$ cat src/include/meter_map.svh
`ifndef METER_MAP_SVH
`define METER_MAP_SVH

// Register byte offsets on the AHB-Lite port.
`define OFS_CTRL 8'h00
`define OFS_MODE 8'h04
`define OFS_HBAND 8'h08
`define OFS_SP1 8'h0c
`define OFS_SP2 8'h10
`define OFS_SP3 8'h14
`define OFS_SP4 8'h18
`define OFS_MAKE 8'h1c
`define OFS_BREAK 8'h20
`define OFS_COLOUR 8'h24
`define OFS_STATUS 8'h28

// Control register field positions.
`define CTRL_TRI 0
`define CTRL_HORIZ 1
`define CTRL_PUMP 2
`define CTRL_BRT_LO 4
`define CTRL_BRT_HI 5

// Mode register: activation digits in [3:0], hysteresis enables in [7:4].
`define MODE_ACT_LO 0
`define MODE_HYS_LO 4

// Status register field positions.
`define ST_RELAY_LO 0
`define ST_ALARM_LO 4
`define ST_COLOUR_LO 8
`define ST_MENU_LO 12
`define ST_LOCK 16
`define ST_DIM 17

// Reset values.
`define RST_CTRL 6'h30
`define RST_ACT 4'hf
`define RST_HYS 4'h0
`define RST_HBAND 16'h000a
`define RST_SP 16'h0000
`define RST_DELAY 14'h0000
`define RST_COLOUR 10'h000

// Timing: delays count in seconds, edit digit blinks with this half period.
`define CLK_HZ 25000000
`define DELAY_UNIT_S 1
`define BLINK_MS 250
`define DELAY_MAX 14'd9999

`endif

$ cat src/include/meter_pkg.sv
package meter_pkg;

    typedef enum logic [1:0]
    {
        COLOUR_GREEN = 2'b00,
        COLOUR_ORANGE = 2'b01,
        COLOUR_RED = 2'b10
    } colour_e;

    typedef enum logic [2:0]
    {
        MENU_IDLE = 3'b001,
        MENU_ACT = 3'b010,
        MENU_COL = 3'b100
    } menu_e;

    typedef struct packed
    {
        logic valid;
        logic signed [15:0] value;
    } reading_s;

    typedef struct packed
    {
        colour_e colour;
        logic [1:0] brightness;
        logic horizontal;
    } bar_s;

    typedef struct packed
    {
        menu_e state;
        logic [2:0] step;
        logic [3:0] dp;
        logic blank;
    } edit_s;

endpackage

$ cat src/hw/pin_conditioner.sv
`timescale 1ns/1ps
// Brings asynchronous active-low panel pins into the clock domain and
// gives both the settled level and a one-cycle press pulse.
module pin_conditioner #(
    parameter int WIDTH = 5
) (
    input wire logic hclk, // System clock.
    input wire logic hresetn, // Asynchronous reset, active low.
    input wire logic [WIDTH-1:0] pin_n, // Raw pins, low while tied to common.
    output logic [WIDTH-1:0] level, // Synchronised level, high when active.
    output logic [WIDTH-1:0] press // One-cycle pulse on activation.
);
    logic [WIDTH-1:0] meta_q;
    logic [WIDTH-1:0] sync_q;
    logic [WIDTH-1:0] prev_q;

    generate
        if (WIDTH < 1)
        begin : g_bad
            $error("pin_conditioner needs at least one pin");
        end
    endgenerate

    // Two flops before any logic; the first is read by the second only.
    always_ff @(posedge hclk or negedge hresetn)
    begin
        if (!hresetn)
        begin
            meta_q <= '0;
            sync_q <= '0;
            prev_q <= '0;
        end
        else
        begin
            meta_q <= ~pin_n;
            sync_q <= meta_q;
            prev_q <= sync_q;
        end
    end

    assign level = sync_q;
    assign press = sync_q & ~prev_q;
endmodule

$ cat src/hw/setpoint_relay_color_logic.sv
`timescale 1ns/1ps
`include "meter_map.svh"
// Function
// High mode energizes above the setpoint
// Low mode energizes below the setpoint
// Four activation digits, setpoint one leftmost
// Program press advances digit, flashing with point
// Only setpoint one has delay timers
// Each setpoint has its own hysteresis enable
// After fourth digit exit or colour menu
// Whole bar shows one zone colour
// Base colour below the lowest setpoint
// Colour above setpoint follows value, not number
// Equal setpoints: highest number colour wins
// Colours are green, orange or red only
// Colour menu base then four, then exit
// Horizontal bar: below left, above right
// Relays driven in order three, one, four, two
// Lock allows viewing but rejects changes
// Dim halves the selected brightness
// Pump mode bands setpoint one between one and two
// Make delay needs continuous alarm condition
// Re-evaluate on every new conversion result
module setpoint_relay_color_logic
    import meter_pkg::*;
#(
    parameter int CYCLES_PER_SECOND = `CLK_HZ * `DELAY_UNIT_S,
    parameter int BLINK_CYCLES = (`CLK_HZ / 1000) * `BLINK_MS
) (
    input wire logic hclk, // System clock, 25 MHz.
    input wire logic hresetn, // Asynchronous reset, active low.
    input wire logic hsel, // AHB-Lite slave select.
    input wire logic [31:0] haddr, // AHB-Lite address.
    input wire logic [1:0] htrans, // AHB-Lite transfer type.
    input wire logic hwrite, // AHB-Lite write flag.
    input wire logic [2:0] hsize, // AHB-Lite size, word only.
    input wire logic [31:0] hwdata, // AHB-Lite write data.
    input wire logic hready, // AHB-Lite bus ready.
    output logic hreadyout, // Always ready, no wait states.
    output logic hresp, // Always OKAY.
    output logic [31:0] hrdata, // Registered read data.
    input wire meter_pkg::reading_s reading, // Conversion result stream.
    input wire logic btn_prog_n, // Program button pin.
    input wire logic btn_up_n, // Up button pin.
    input wire logic btn_down_n, // Down button pin.
    input wire logic lock_n, // Lock pin, low when tied to common.
    input wire logic dim_n, // Dim pin, low when tied to common.
    output logic [3:0] relay_drive, // Relay coils, one per rear relay.
    output meter_pkg::bar_s bar, // Bargraph colour and brightness.
    output meter_pkg::edit_s edit // Menu state for the digit display.
);
    logic [4:0] pin_level;
    logic [4:0] pin_press;
    logic locked;
    logic dimmed;
    logic wr_q;
    logic [7:0] wa_q;
    logic wr_en;
    logic [5:0] ctrl_q;
    logic [3:0] act_q;
    logic [3:0] hys_q;
    logic [15:0] band_q;
    logic signed [15:0] sp_q [4];
    logic [13:0] make_q;
    logic [13:0] break_q;
    colour_e col_q [5];
    logic [3:0] alarm_q;
    logic relay_one_q;
    logic [13:0] dly_cnt_q;
    logic [31:0] sec_cnt_q;
    logic sec_tick;
    colour_e colour_q;
    colour_e zone_colour;
    menu_e menu_q;
    logic [2:0] step_q;
    logic [31:0] blink_cnt_q;
    logic blank_q;
    logic pump_act;

    generate
        if (CYCLES_PER_SECOND < 1 || BLINK_CYCLES < 1)
        begin : g_bad
            $error("timing counts must be at least one cycle");
        end
    endgenerate

    // Widens a 16-bit value so sums and differences cannot wrap.
    function automatic logic signed [17:0] wide(input logic signed [15:0] v);
        return {{2{v[15]}}, v};
    endfunction

    // Keeps the stored colour when software writes the unused code.
    function automatic colour_e pick_colour(input logic [1:0] v, input colour_e old);
        return (v == 2'b11) ? old : colour_e'(v);
    endfunction

    // Steps through the three colours in either direction.
    function automatic colour_e step_colour(input colour_e c, input logic up);
        unique case (c)
            COLOUR_GREEN: return up ? COLOUR_ORANGE : COLOUR_RED;
            COLOUR_ORANGE: return up ? COLOUR_RED : COLOUR_GREEN;
            default: return up ? COLOUR_GREEN : COLOUR_ORANGE;
        endcase
    endfunction

    // Bits: 0 program, 1 up, 2 down, 3 lock, 4 dim.
    pin_conditioner #(.WIDTH(5)) u_pins (
        .hclk(hclk),
        .hresetn(hresetn),
        .pin_n({dim_n, lock_n, btn_down_n, btn_up_n, btn_prog_n}),
        .level(pin_level),
        .press(pin_press)
    );
    assign locked = pin_level[3];
    assign dimmed = pin_level[4];

    // The slave never stalls and never errors.
    assign hreadyout = 1'b1;
    assign hresp = 1'b0;

    // Address phase capture; reads are answered from flops in the data phase.
    always_ff @(posedge hclk or negedge hresetn)
    begin
        if (!hresetn)
        begin
            wr_q <= 1'b0;
            wa_q <= 8'h00;
            hrdata <= 32'h0000_0000;
        end
        else
        begin
            wr_q <= 1'b0;
            if (hsel && htrans[1] && hready)
            begin
                wr_q <= hwrite;
                wa_q <= haddr[7:0];
                if (!hwrite)
                begin
                    unique case (haddr[7:0])
                        `OFS_CTRL: hrdata <= {26'h0, ctrl_q};
                        `OFS_MODE: hrdata <= {24'h0, hys_q, act_q};
                        `OFS_HBAND: hrdata <= {16'h0, band_q};
                        `OFS_SP1: hrdata <= {16'h0, sp_q[0]};
                        `OFS_SP2: hrdata <= {16'h0, sp_q[1]};
                        `OFS_SP3: hrdata <= {16'h0, sp_q[2]};
                        `OFS_SP4: hrdata <= {16'h0, sp_q[3]};
                        `OFS_MAKE: hrdata <= {18'h0, make_q};
                        `OFS_BREAK: hrdata <= {18'h0, break_q};
                        `OFS_COLOUR: hrdata <= {22'h0, col_q[4], col_q[3], col_q[2],
                            col_q[1], col_q[0]};
                        `OFS_STATUS: hrdata <= {14'h0, dimmed, locked, 1'b0, menu_q,
                            2'b00, colour_q, alarm_q, relay_drive};
                        default: hrdata <= 32'h0000_0000;
                    endcase
                end
            end
        end
    end

    // lock blocks writes
    assign wr_en = wr_q && !locked;

    // Plain parameters written only over the bus.
    always_ff @(posedge hclk or negedge hresetn)
    begin
        if (!hresetn)
        begin
            ctrl_q <= `RST_CTRL;
            band_q <= `RST_HBAND;
            for (int i = 0; i < 4; i++)
            begin
                sp_q[i] <= `RST_SP;
            end
            make_q <= `RST_DELAY;
            break_q <= `RST_DELAY;
        end
        else if (wr_en)
        begin
            unique case (wa_q)
                `OFS_CTRL: ctrl_q <= hwdata[5:0];
                `OFS_HBAND: band_q <= hwdata[15:0];
                `OFS_SP1: sp_q[0] <= hwdata[15:0];
                `OFS_SP2: sp_q[1] <= hwdata[15:0];
                `OFS_SP3: sp_q[2] <= hwdata[15:0];
                `OFS_SP4: sp_q[3] <= hwdata[15:0];
                `OFS_MAKE: make_q <= (hwdata[15:0] > 16'd9999) ? `DELAY_MAX : hwdata[13:0];
                `OFS_BREAK: break_q <= (hwdata[15:0] > 16'd9999) ? `DELAY_MAX : hwdata[13:0];
                default: ;
            endcase
        end
    end

    // Activation digits, written by bus or menu, and hysteresis enables, written by bus only.
    always_ff @(posedge hclk or negedge hresetn)
    begin
        if (!hresetn)
        begin
            act_q <= `RST_ACT;
            hys_q <= `RST_HYS;
        end
        else if (wr_en && wa_q == `OFS_MODE)
        begin
            // digit per setpoint
            act_q <= hwdata[3:0];
            // own hysteresis enable
            hys_q <= hwdata[7:4];
        end
        else if (menu_q == MENU_ACT && !locked && (pin_press[1] || pin_press[2]))
        begin
            // leftmost is setpoint one
            act_q[3 - step_q[1:0]] <= ~act_q[3 - step_q[1:0]];
        end
    end

    // Colour settings: index 0 is the base colour, 1 to 4 above each setpoint.
    always_ff @(posedge hclk or negedge hresetn)
    begin
        if (!hresetn)
        begin
            for (int i = 0; i < 5; i++)
            begin
                col_q[i] <= colour_e'(`RST_COLOUR >> (2 * i));
            end
        end
        else if (wr_en && wa_q == `OFS_COLOUR)
        begin
            // only three colours
            for (int i = 0; i < 5; i++)
            begin
                col_q[i] <= pick_colour(hwdata[2*i +: 2], col_q[i]);
            end
        end
        else if (menu_q == MENU_COL && !locked && (pin_press[1] || pin_press[2]))
        begin
            col_q[step_q] <= step_colour(col_q[step_q], pin_press[1]);
        end
    end

    // Menu: a program press while down is held opens the activation digits.
    always_ff @(posedge hclk or negedge hresetn)
    begin
        if (!hresetn)
        begin
            menu_q <= MENU_IDLE;
            step_q <= 3'd0;
        end
        else if (pin_press[0])
        begin
            unique case (menu_q)
                MENU_IDLE:
                begin
                    if (pin_level[2])
                    begin
                        menu_q <= MENU_ACT;
                        step_q <= 3'd0;
                    end
                end
                MENU_ACT:
                begin
                    // exit or colour menu
                    if (step_q == 3'd3)
                    begin
                        menu_q <= ctrl_q[`CTRL_TRI] ? MENU_COL : MENU_IDLE;
                        step_q <= 3'd0;
                    end
                    else
                    begin
                        // advance one digit
                        step_q <= step_q + 3'd1;
                    end
                end
                MENU_COL:
                begin
                    // base then four, exit
                    if (step_q == 3'd4)
                    begin
                        menu_q <= MENU_IDLE;
                        step_q <= 3'd0;
                    end
                    else
                    begin
                        step_q <= step_q + 3'd1;
                    end
                end
                default:
                begin
                    menu_q <= MENU_IDLE;
                    step_q <= 3'd0;
                end
            endcase
        end
    end

    // Blink phase of the digit under edit.
    always_ff @(posedge hclk or negedge hresetn)
    begin
        if (!hresetn)
        begin
            blink_cnt_q <= 32'd0;
            blank_q <= 1'b0;
        end
        else if (blink_cnt_q >= 32'(BLINK_CYCLES - 1))
        begin
            blink_cnt_q <= 32'd0;
            blank_q <= ~blank_q;
        end
        else
        begin
            blink_cnt_q <= blink_cnt_q + 32'd1;
        end
    end

    // flash digit, light point
    assign edit.state = menu_q;
    assign edit.step = step_q;
    assign edit.dp = (menu_q == MENU_ACT) ? (4'b1000 >> step_q[1:0]) : 4'b0000;
    assign edit.blank = (menu_q == MENU_ACT) && blank_q;

    // pump band only when setpoint two is above one
    assign pump_act = ctrl_q[`CTRL_PUMP] && (sp_q[1] > sp_q[0]);

    // Alarm conditions with hysteresis, latched on each new result.
    always_ff @(posedge hclk or negedge hresetn)
    begin
        if (!hresetn)
        begin
            alarm_q <= 4'h0;
        end
        // evaluate each result
        else if (reading.valid)
        begin
            for (int i = 0; i < 4; i++)
            begin
                if (i == 0 && pump_act)
                begin
                    // band between one and two
                    if (act_q[3])
                        alarm_q[0] <= alarm_q[0] ? (reading.value > sp_q[0])
                            : (reading.value > sp_q[1]);
                    else
                        alarm_q[0] <= alarm_q[0] ? (reading.value < sp_q[1])
                            : (reading.value < sp_q[0]);
                end
                else if (act_q[3 - i])
                begin
                    // high above setpoint
                    if (alarm_q[i] && hys_q[i])
                        alarm_q[i] <= wide(reading.value)
                            >= wide(sp_q[i]) - $signed({2'b00, band_q});
                    else
                        alarm_q[i] <= reading.value > sp_q[i];
                end
                else
                begin
                    // low below setpoint
                    if (alarm_q[i] && hys_q[i])
                        alarm_q[i] <= wide(reading.value)
                            <= wide(sp_q[i]) + $signed({2'b00, band_q});
                    else
                        alarm_q[i] <= reading.value < sp_q[i];
                end
            end
        end
    end

    // Second tick for the setpoint one delays.
    always_ff @(posedge hclk or negedge hresetn)
    begin
        if (!hresetn)
        begin
            sec_cnt_q <= 32'd0;
        end
        else if (sec_tick || alarm_q[0] == relay_one_q)
        begin
            sec_cnt_q <= 32'd0;
        end
        else
        begin
            sec_cnt_q <= sec_cnt_q + 32'd1;
        end
    end
    assign sec_tick = sec_cnt_q >= 32'(CYCLES_PER_SECOND - 1);

    // delays on setpoint one only
    always_ff @(posedge hclk or negedge hresetn)
    begin
        if (!hresetn)
        begin
            relay_one_q <= 1'b0;
            dly_cnt_q <= 14'd0;
        end
        else if (alarm_q[0] == relay_one_q)
        begin
            dly_cnt_q <= 14'd0;
        end
        // continuous make delay
        else if (dly_cnt_q >= (alarm_q[0] ? make_q : break_q))
        begin
            relay_one_q <= alarm_q[0];
            dly_cnt_q <= 14'd0;
        end
        else if (sec_tick)
        begin
            dly_cnt_q <= dly_cnt_q + 14'd1;
        end
    end

    // order three, one, four, two
    always_ff @(posedge hclk or negedge hresetn)
    begin
        if (!hresetn)
        begin
            relay_drive <= 4'h0;
        end
        else
        begin
            relay_drive <= {alarm_q[1], alarm_q[3], relay_one_q, alarm_q[2]};
        end
    end

    // Zone colour: the highest setpoint value the reading exceeds picks it.
    always_comb
    begin
        colour_e pick;
        logic signed [15:0] best;
        logic found;
        pick = col_q[0];
        best = 16'sh0000;
        found = 1'b0;
        for (int i = 0; i < 4; i++)
        begin
            // by value not number
            // tie goes to higher number
            if (reading.value > sp_q[i] && (!found || sp_q[i] >= best))
            begin
                pick = col_q[i + 1];
                best = sp_q[i];
                found = 1'b1;
            end
        end
        zone_colour = pick;
    end

    // Latched per result, so a setpoint edit alone never recolours the bar.
    always_ff @(posedge hclk or negedge hresetn)
    begin
        if (!hresetn)
        begin
            colour_q <= COLOUR_GREEN;
        end
        // new result recolours
        else if (reading.valid)
        begin
            // base below lowest
            colour_q <= zone_colour;
        end
    end

    // one colour whole bar
    assign bar.colour = colour_q;
    // dim halves brightness
    assign bar.brightness = dimmed ? {1'b0, ctrl_q[`CTRL_BRT_HI]}
        : ctrl_q[`CTRL_BRT_HI:`CTRL_BRT_LO];
    // left means below
    assign bar.horizontal = ctrl_q[`CTRL_HORIZ];
endmodule

$ cat config.mk
export PLATFORM = sky130hd
export DESIGN_NAME = setpoint_relay_color_logic
export DESIGN_NICKNAME = d
export VERILOG_FILES = /design/src/include/meter_pkg.sv /design/src/hw/pin_conditioner.sv /design/src/hw/setpoint_relay_color_logic.sv
export VERILOG_INCLUDE_DIRS = /design/src /design/src/include
export SDC_FILE = /design/constraint.sdc
export NUM_CORES = 1
export LEC_CHECK = 0
export BUFFER_PORTS_ARGS = -buffer_cell sky130_fd_sc_hd__buf_4
export CORE_MARGIN = 1
export CORE_UTILIZATION = 62
export DETAILED_ROUTE_END_ITERATION = 10
export PLACE_DENSITY = 0.92
export SETUP_SLACK_MARGIN = 0.1
export SYNTH_ARGS = -nofsm -noshare
export SYNTH_HDL_FRONTEND = slang
export SYNTH_HIERARCHICAL = 1
export SYNTH_SLANG_ARGS = --single-unit
$ cat constraint.sdc
create_clock -name hclk -period 8.95 [get_ports hclk]
set_input_delay 1.79 -clock hclk [delete_from_list [all_inputs] [get_ports hclk]]
set_output_delay 1.79 -clock hclk [all_outputs]
set_load 0.02 [all_outputs]
==> reports/summary.md, run 1 <==
### Power and ir drop
* **clock share of power** 0.259
* **Net Switching** 1661 uW
* **Internal Pwr Total** 2681 uW
* **Reg power frac** 0.343
* **static leakage** 0.01356 uW
* **proportion of total power due to net switching** 0.3825
* **total power after layout** 4342 uW
* **areal power density over the cells** 151.0 mW/mm^2
* **worst vdd rail ir drop** 0.1964 mV
* **combinational share of power** 0.398

### Critical path
* **crit-path most repeated cell** sky130_fd_sc_hd__buf_4
* **capturing element type of the critical path** flip-flop
* **crit start category** input pin
* **Setup CP Type** in2reg
* **setup slack of the most critical reg-to-reg path** 0.53 ns
* **Worst Path Arrival** 9.58 ns
* **cell count of the worst reg-to-reg path** 37
* **slowest stage cell on the critical path** sky130_fd_sc_hd__or4b_4
* **CP max FO** 13
* **highest cell delay on the worst timing path** 0.61 ns
* **reg-to-reg critical path startpoint** sp_q[63]
* **data required time at the worst endpoint** 9.36 ns
* **end of the worst register-to-register path** colour_q[1]

### Placement
* **HPWL after detailed placement** 68160 um
* **Port Buffer Count** 89
* **placer congestion estimate** 1.072
* **instance area at placement** 0.02772 mm^2
* **Worst Setup Slack post-DPL** -0.8295 ns

### Clocking
* **CTS max path bufs** 3
* **clock slew at the register clock pins of the worst setup and hold paths** 0.07 ns
* **TritonCTS clock tree** yes
* **library cell used as clock root buffer** sky130_fd_sc_hd__clkbuf_16
* **hold_buf cts** 0
* **CTS Buf Count** 25
* **H-Tree Depth** 1
* **Clock Sink Count** 268
* **clock latency reported for the late side of the worst-skew pair** 0.59 ns

### GRT
* **pin count of the biggest net entering global routing** 114
* **via count of the first global-routing pass** 24.79k
* **overall fraction of global-route tracks in use** 0.4233
* **antenna violations before repair** 1
* **total global routing overflow** 0
* **wire length of the first global-routing pass** 135900 um

### Finish
* **Finished Cell Area** 0.02875 mm^2
* **diodes inserted** 0
* **Fill cells** 2964
* **area growth from synthesis to layout** 11.96%
* **share of final-layout standard cells stronger than drive strength 1** 0.1487
* **FF+latch area** 0.006718 mm^2
* **Final Util** 0.7041
* **footprint of the multi-input gates** 0.01827 mm^2
* **Final Net Count** 3570

### STA
* **shortest clock period the worst path allows after layout** 9.171 ns
* **number of max-slew violations in the final report** 0
* **final cycle utilization of the critical path** 1.025
* **Worst Skew** 0.05815 ns
* **minimum setup slack in the final design** -0.2210 ns
* **maximum clock rate** 109.0 MHz
* **final number of setup-violating endpoints** 2
* **worst slew slack as a fraction of its limit** 0.05689
* **RSZ-0062 raised after global routing** true
* **slew at the pin with the worst max-slew slack** 1.409 ns
* **final-report hold violation count** 0

### Floorplanning
* **row count** 74
* **top-level port count** 150
* **die outline height** 205.5 um
* **initial cell density of the core** 0.6289
* **Placeable Area** 0.04083 mm^2
* **die width** 205.5 um
* **total die area** 0.04224 mm^2

### Worst hold path
* **worst hold path depth** 0
* **Min-Delay Path Class** reg2reg
* **Hold Crit Start** u_pins/meta_q[2]
* **Min-Delay Endpoint** u_pins/level[2]

### Synth
* **synthesized cell area** 0.02568 mm^2
* **Synth warnings** 6
* **Synth Instances** 2891
* **post-synthesis average cell area** 8.883 um^2

### Detailed routing
* **detailed-route DRC error count** 0
* **DR iter-0 viols** 2776
* **overall via count from detail_route** 24.72k
* **post-DR vias/cell** 6.897
* **routed length per placed instance** 25.01 um
* **number of detailed-route iterations in the first pass** 7
* **remaining number of nets flagged by the antenna check after routing** 0
* **total routed wirelength** 89650 um

### Status
* **run status** complete, but fails checks
* **violated checks** negative setup slack

### Run
* **max capacitance violation total** 0

[layout make-up]
| class | count | share of cell area |
|---|---|---|
| Multi-Input combinational cell | 2352 | 0.6355 |
| Inverter | 192 | 0.02520 |
| Timing Repair Buffer | 196 | 0.05287 |
| Clock inverter | 12 | 0.005048 |
| Tap cell | 532 | 0.02315 |
| Sequential cell | 268 | 0.2336 |
| Clock buffer | 33 | 0.02454 |
[layout by cell type, fill, tap and decap left out, types with 20 or more instances in the layout]
cell	n
sky130_fd_sc_hd__a211oi_1	28
sky130_fd_sc_hd__a21o_1	73
sky130_fd_sc_hd__a21oi_1	169
sky130_fd_sc_hd__a221oi_1	45
sky130_fd_sc_hd__a22o_1	21
sky130_fd_sc_hd__a31oi_1	36
sky130_fd_sc_hd__and3_1	42
sky130_fd_sc_hd__buf_4	191
sky130_fd_sc_hd__clkbuf_16	25
sky130_fd_sc_hd__conb_1	32
sky130_fd_sc_hd__dfrtp_1	259
sky130_fd_sc_hd__ha_1	414
sky130_fd_sc_hd__inv_1	188
sky130_fd_sc_hd__mux2_2	96
sky130_fd_sc_hd__mux2_4	23
sky130_fd_sc_hd__mux2i_1	20
sky130_fd_sc_hd__nand2_1	201
sky130_fd_sc_hd__nand2b_1	42
sky130_fd_sc_hd__nand3_1	68
sky130_fd_sc_hd__nand4_1	60
sky130_fd_sc_hd__nor2_1	226
sky130_fd_sc_hd__nor2b_1	37
sky130_fd_sc_hd__nor3_1	67
sky130_fd_sc_hd__o211ai_1	24
sky130_fd_sc_hd__o21a_1	22
sky130_fd_sc_hd__o21ai_0	134
sky130_fd_sc_hd__or3_1	21
sky130_fd_sc_hd__xnor2_1	93
sky130_fd_sc_hd__xor2_1	60
[worst max-delay path by stage]
stage | start | endpoint | slack, ns | depth (start not counted)
after floorplan | reading[0] | colour_q[0] | 0.10 | 38
after global placement | reading[1] | colour_q[1] | -0.65 | 37
after detailed placement | reading[1] | colour_q[1] | -0.83 | 37
after CTS | reading[3] | colour_q[0] | -0.02 | 39
after global routing | reading[1] | colour_q[1] | -0.46 | 37
final | reading[1] | colour_q[1] | -0.22 | 38
[through the flow]
| step | cells | setup TNS, ns | hold WS (ns) |
|---|---|---|---|
| 6_report | 3585 | -0.4415 | 0.3492 |
| 3_5_place_dp | 3533 | -1.642 | 0.3363 |
| 3_3_place_gp | 3533 | -1.292 | 0.3336 |
| 4_1_cts | 3584 | -0.04380 | 0.3516 |
| 2_1_floorplan | 2921 | 0 | 0.3312 |
| 5_1_grt | 3585 | -0.8975 | 0.3642 |
[registers in the layout, summed over array words and instances, names as in the netlist, 14 cells and up]
name	count
band_q	16
blink_cnt_q	32
break_q	14
dly_cnt_q	14
hrdata	18
make_q	14
sec_cnt_q	32
sp_q	64
[worst max-delay path: cells and delay by family]
kind / cells / cell delay [ns]
adders and majority gates: 4 / 0.86
buffers and inverters: 6 / 0.96
muxes: 3 / 0.96
AOI/OAI and AO/OA: 14 / 2.82
and+or+nand+nor: 11 / 2.19
[power by group through the flow]
stage | clock (uW) | combinational, uW | sequential, uW
after global routing | 1170 | 1870 | 1490
after CTS | 1120 | 1680 | 1470
after floorplan | 0 | 1110 | 1430
after detailed placement | 0 | 1640 | 1490
after global placement | 0 | 1560 | 1480
final | 1130 | 1730 | 1490
[timing repair]
action | CTS | global route
setup buffers | 5 | 1
pin swaps | 9 | 1
gates resized for setup | 13 | 5
cloned | 1 | 0
endpoints found under the setup margin | 2 | 2
[per-layer routing]
layer,track usage,up-vias,part of all wire
li1,-,10780,-
met1,0.5134,11830,0.36
met3,0.08489,467,0.11
met4,0.2791,0,0.075
met2,0.6821,1648,0.45
met5,0,-,0
Power figures use the tool's default switching activity.
==> run 2: changes to the inputs <==
SKIP_LAST_GASP = 1   (was default)
==> run 2 against run 1 <==
Compared with the run above:
- the flow still finishes with violations (negative setup slack)
- first-iteration DRC count is 2.6% higher
- via count is 0.45% lower
- worst setup slack better by 0.021 ns
- cell count stayed put
- sequential power hardly changed
- utilization hardly changed
- routed wire length hardly changed
- total power is 0.11% lower
- global-route usage stayed put
- combinational power hardly changed
- clock power hardly changed
- critical path type unchanged
- largest power group unchanged
==> reports/summary.md, run 2 (synthesized netlist as in run 1, its figures left out) <==
### STA
* **Setup TNS Final** -0.3923 ns
* **number of max-slew violations in the final report** 0
* **maximum clock rate** 109.3 MHz
* **slew at the pin with the worst max-slew slack** 1.422 ns
* **minimum setup slack in the final design** -0.2005 ns
* **final-report hold violation count** 0
* **worst slew slack as a fraction of its limit** 0.04863
* **worst hold slack across all endpoints** 0.3542 ns
* **shortest clock period the worst path allows after layout** 9.150 ns
* **Worst Skew** 0.05922 ns
* **final number of setup-violating endpoints** 2
* **RSZ-0062 raised after global routing** true
* **final cycle utilization of the critical path** 1.022

### Floorplanning
* **row count** 74
* **total die area** 0.04224 mm^2
* **top-level port count** 150
* **die outline height** 205.5 um
* **initial cell density of the core** 0.6289
* **Placeable Area** 0.04083 mm^2
* **die width** 205.5 um

### GRT
* **pin count of the biggest net entering global routing** 114
* **met1 Usage GRT** 0.5134
* **routing usage on met3** 0.08489
* **grt met2 use** 0.6821
* **wire length of the first global-routing pass** 135900 um
* **overall fraction of global-route tracks in use** 0.4233
* **grt peak-use layer** met2
* **via count of the first global-routing pass** 24.79k
* **antenna violations before repair** 1
* **total global routing overflow** 0

### Detailed routing
* **total routed wirelength** 89720 um
* **post-DR vias/cell** 6.866
* **remaining number of nets flagged by the antenna check after routing** 0
* **routed length per placed instance** 25.03 um
* **number of detailed-route iterations in the first pass** 6
* **overall via count from detail_route** 24.61k
* **detailed-route DRC error count** 0
* **DR iter-0 viols** 2849

### Finish
* **leading cell types in the layout, fill and taps excluded** sky130_fd_sc_hd__ha_1, sky130_fd_sc_hd__dfrtp_1, sky130_fd_sc_hd__nor2_1
* **area growth from synthesis to layout** 11.93%
* **largest registers** sp_q (64), blink_cnt_q (32), sec_cnt_q (32)
* **Finished Cell Area** 0.02875 mm^2
* **Top reg by flops** sp_q
* **Largest register FFs** 64
* **diodes inserted** 0
* **Fill cells** 2968
* **leading cell type in the layout, fill and taps excluded** sky130_fd_sc_hd__ha_1
* **FF+latch area** 0.006718 mm^2
* **footprint of the multi-input gates** 0.01827 mm^2
* **Final Util** 0.7040
* **share of final-layout standard cells stronger than drive strength 1** 0.1484
* **Final Net Count** 3570

### Worst hold path
* **worst hold path depth** 0
* **Hold Crit Start** u_pins/meta_q[0]
* **Min-Delay Endpoint** u_pins/level[0]
* **Min-Delay Path Class** reg2reg

### Clocking
* **library cell used as clock root buffer** sky130_fd_sc_hd__clkbuf_16
* **CTS max path bufs** 3
* **TritonCTS clock tree** yes
* **hold_buf cts** 0
* **clock slew at the register clock pins of the worst setup and hold paths** 0.07 ns
* **H-Tree Depth** 1
* **CTS Buf Count** 25
* **clock latency reported for the late side of the worst-skew pair** 0.59 ns
* **Clock Sink Count** 268

### Power and ir drop
* **areal power density over the cells** 150.9 mW/mm^2
* **clock share of power** 0.259
* **Reg power frac** 0.343
* **combinational share of power** 0.398
* **proportion of total power due to net switching** 0.3819
* **static leakage** 0.01355 uW
* **Net Switching** 1656 uW
* **worst vdd rail ir drop** 0.1961 mV
* **Internal Pwr Total** 2681 uW

### Placement
* **placer congestion estimate** 1.072
* **Port Buffer Count** 89
* **HPWL after detailed placement** 68160 um
* **Worst Setup Slack post-DPL** -0.8295 ns
* **instance area at placement** 0.02772 mm^2

### Critical path
* **crit-path most repeated cell** sky130_fd_sc_hd__buf_4
* **end of the worst register-to-register path** colour_q[0]
* **Setup CP Type** in2reg
* **CP max FO** 13
* **setup slack of the most critical reg-to-reg path** 0.59 ns
* **crit start category** input pin
* **reg-to-reg critical path startpoint** sp_q[63]
* **capturing element type of the critical path** flip-flop
* **slowest stage cell on the critical path** sky130_fd_sc_hd__or4b_4
* **cell count of the worst reg-to-reg path** 37
* **highest cell delay on the worst timing path** 0.61 ns
* **CP startpoint** reading[1]
* **data required time at the worst endpoint** 9.36 ns
* **Worst Path Arrival** 9.56 ns

### Status
* **violated checks** negative setup slack
* **run status** complete, but fails checks

### Run
* **max capacitance violation total** 0

## run 2: cell count changes in the layout (fill, tap and decap cells not counted)
| cell | change |
|---|---|
| sky130_fd_sc_hd__o2bb2ai_2 | -1 |
| sky130_fd_sc_hd__o2bb2ai_1 | +1 |
## run 2: metrics by stage
step                power [uW]  instances
floorplan                 2542       2921
global placement          3045       3533
detailed placement        3127       3533
CTS                       4265       3584
global route              4522       3585
finish                    4337       3585
## run 2: worst max path at each step
stage / slack, ns / depth (start not counted) / end
6_report: -0.20 / 38 / colour_q[0]
5_1_grt: -0.46 / 38 / colour_q[1]
4_1_cts: -0.02 / 39 / colour_q[0]
3_5_place_dp: -0.83 / 37 / colour_q[1]
3_3_place_gp: -0.65 / 37 / colour_q[1]
2_1_floorplan: 0.10 / 38 / colour_q[0]
## run 2: layer usage
metal  vias to the layer above  share of wire  wire length, um
li1                      10780              -                -
met1                     11710           0.36            32470
met2                      1669           0.45            40120
met3                       456           0.12            10340
met4                         0          0.076             6780
met5                         -              0                0
## run 2: timing repair
item,4_1_cts,5_1_grt
cloned,1,0
resized for setup,13,4
buffers inserted,5,1
endpoints found under the setup margin,2,2
pin swaps,9,1
## run 2: critical path: cells and delay by family
family | cells | cell delay, ns
mux | 3 | 0.95
buf+inv | 6 | 0.95
compound gates | 14 | 2.83
simple gates | 11 | 2.19
fa+ha+maj | 4 | 0.86
## run 2: power by group through the flow
stage,Clock [uW],Combinational (uW),Sequential [uW]
2_1_floorplan,0,1110,1430
5_1_grt,1170,1870,1490
6_report,1120,1730,1490
4_1_cts,1120,1680,1470
3_3_place_gp,0,1560,1480
3_5_place_dp,0,1640,1490
## run 2: area by class of cell
cell class                      instances  area share
Tap cell                              532     0.02316
Multi-Input combinational cell       2352      0.6355
Clock inverter                         12    0.005049
Timing Repair Buffer                  196     0.05289
Inverter                              192     0.02520
Clock buffer                           33     0.02455
Sequential cell                       268      0.2337
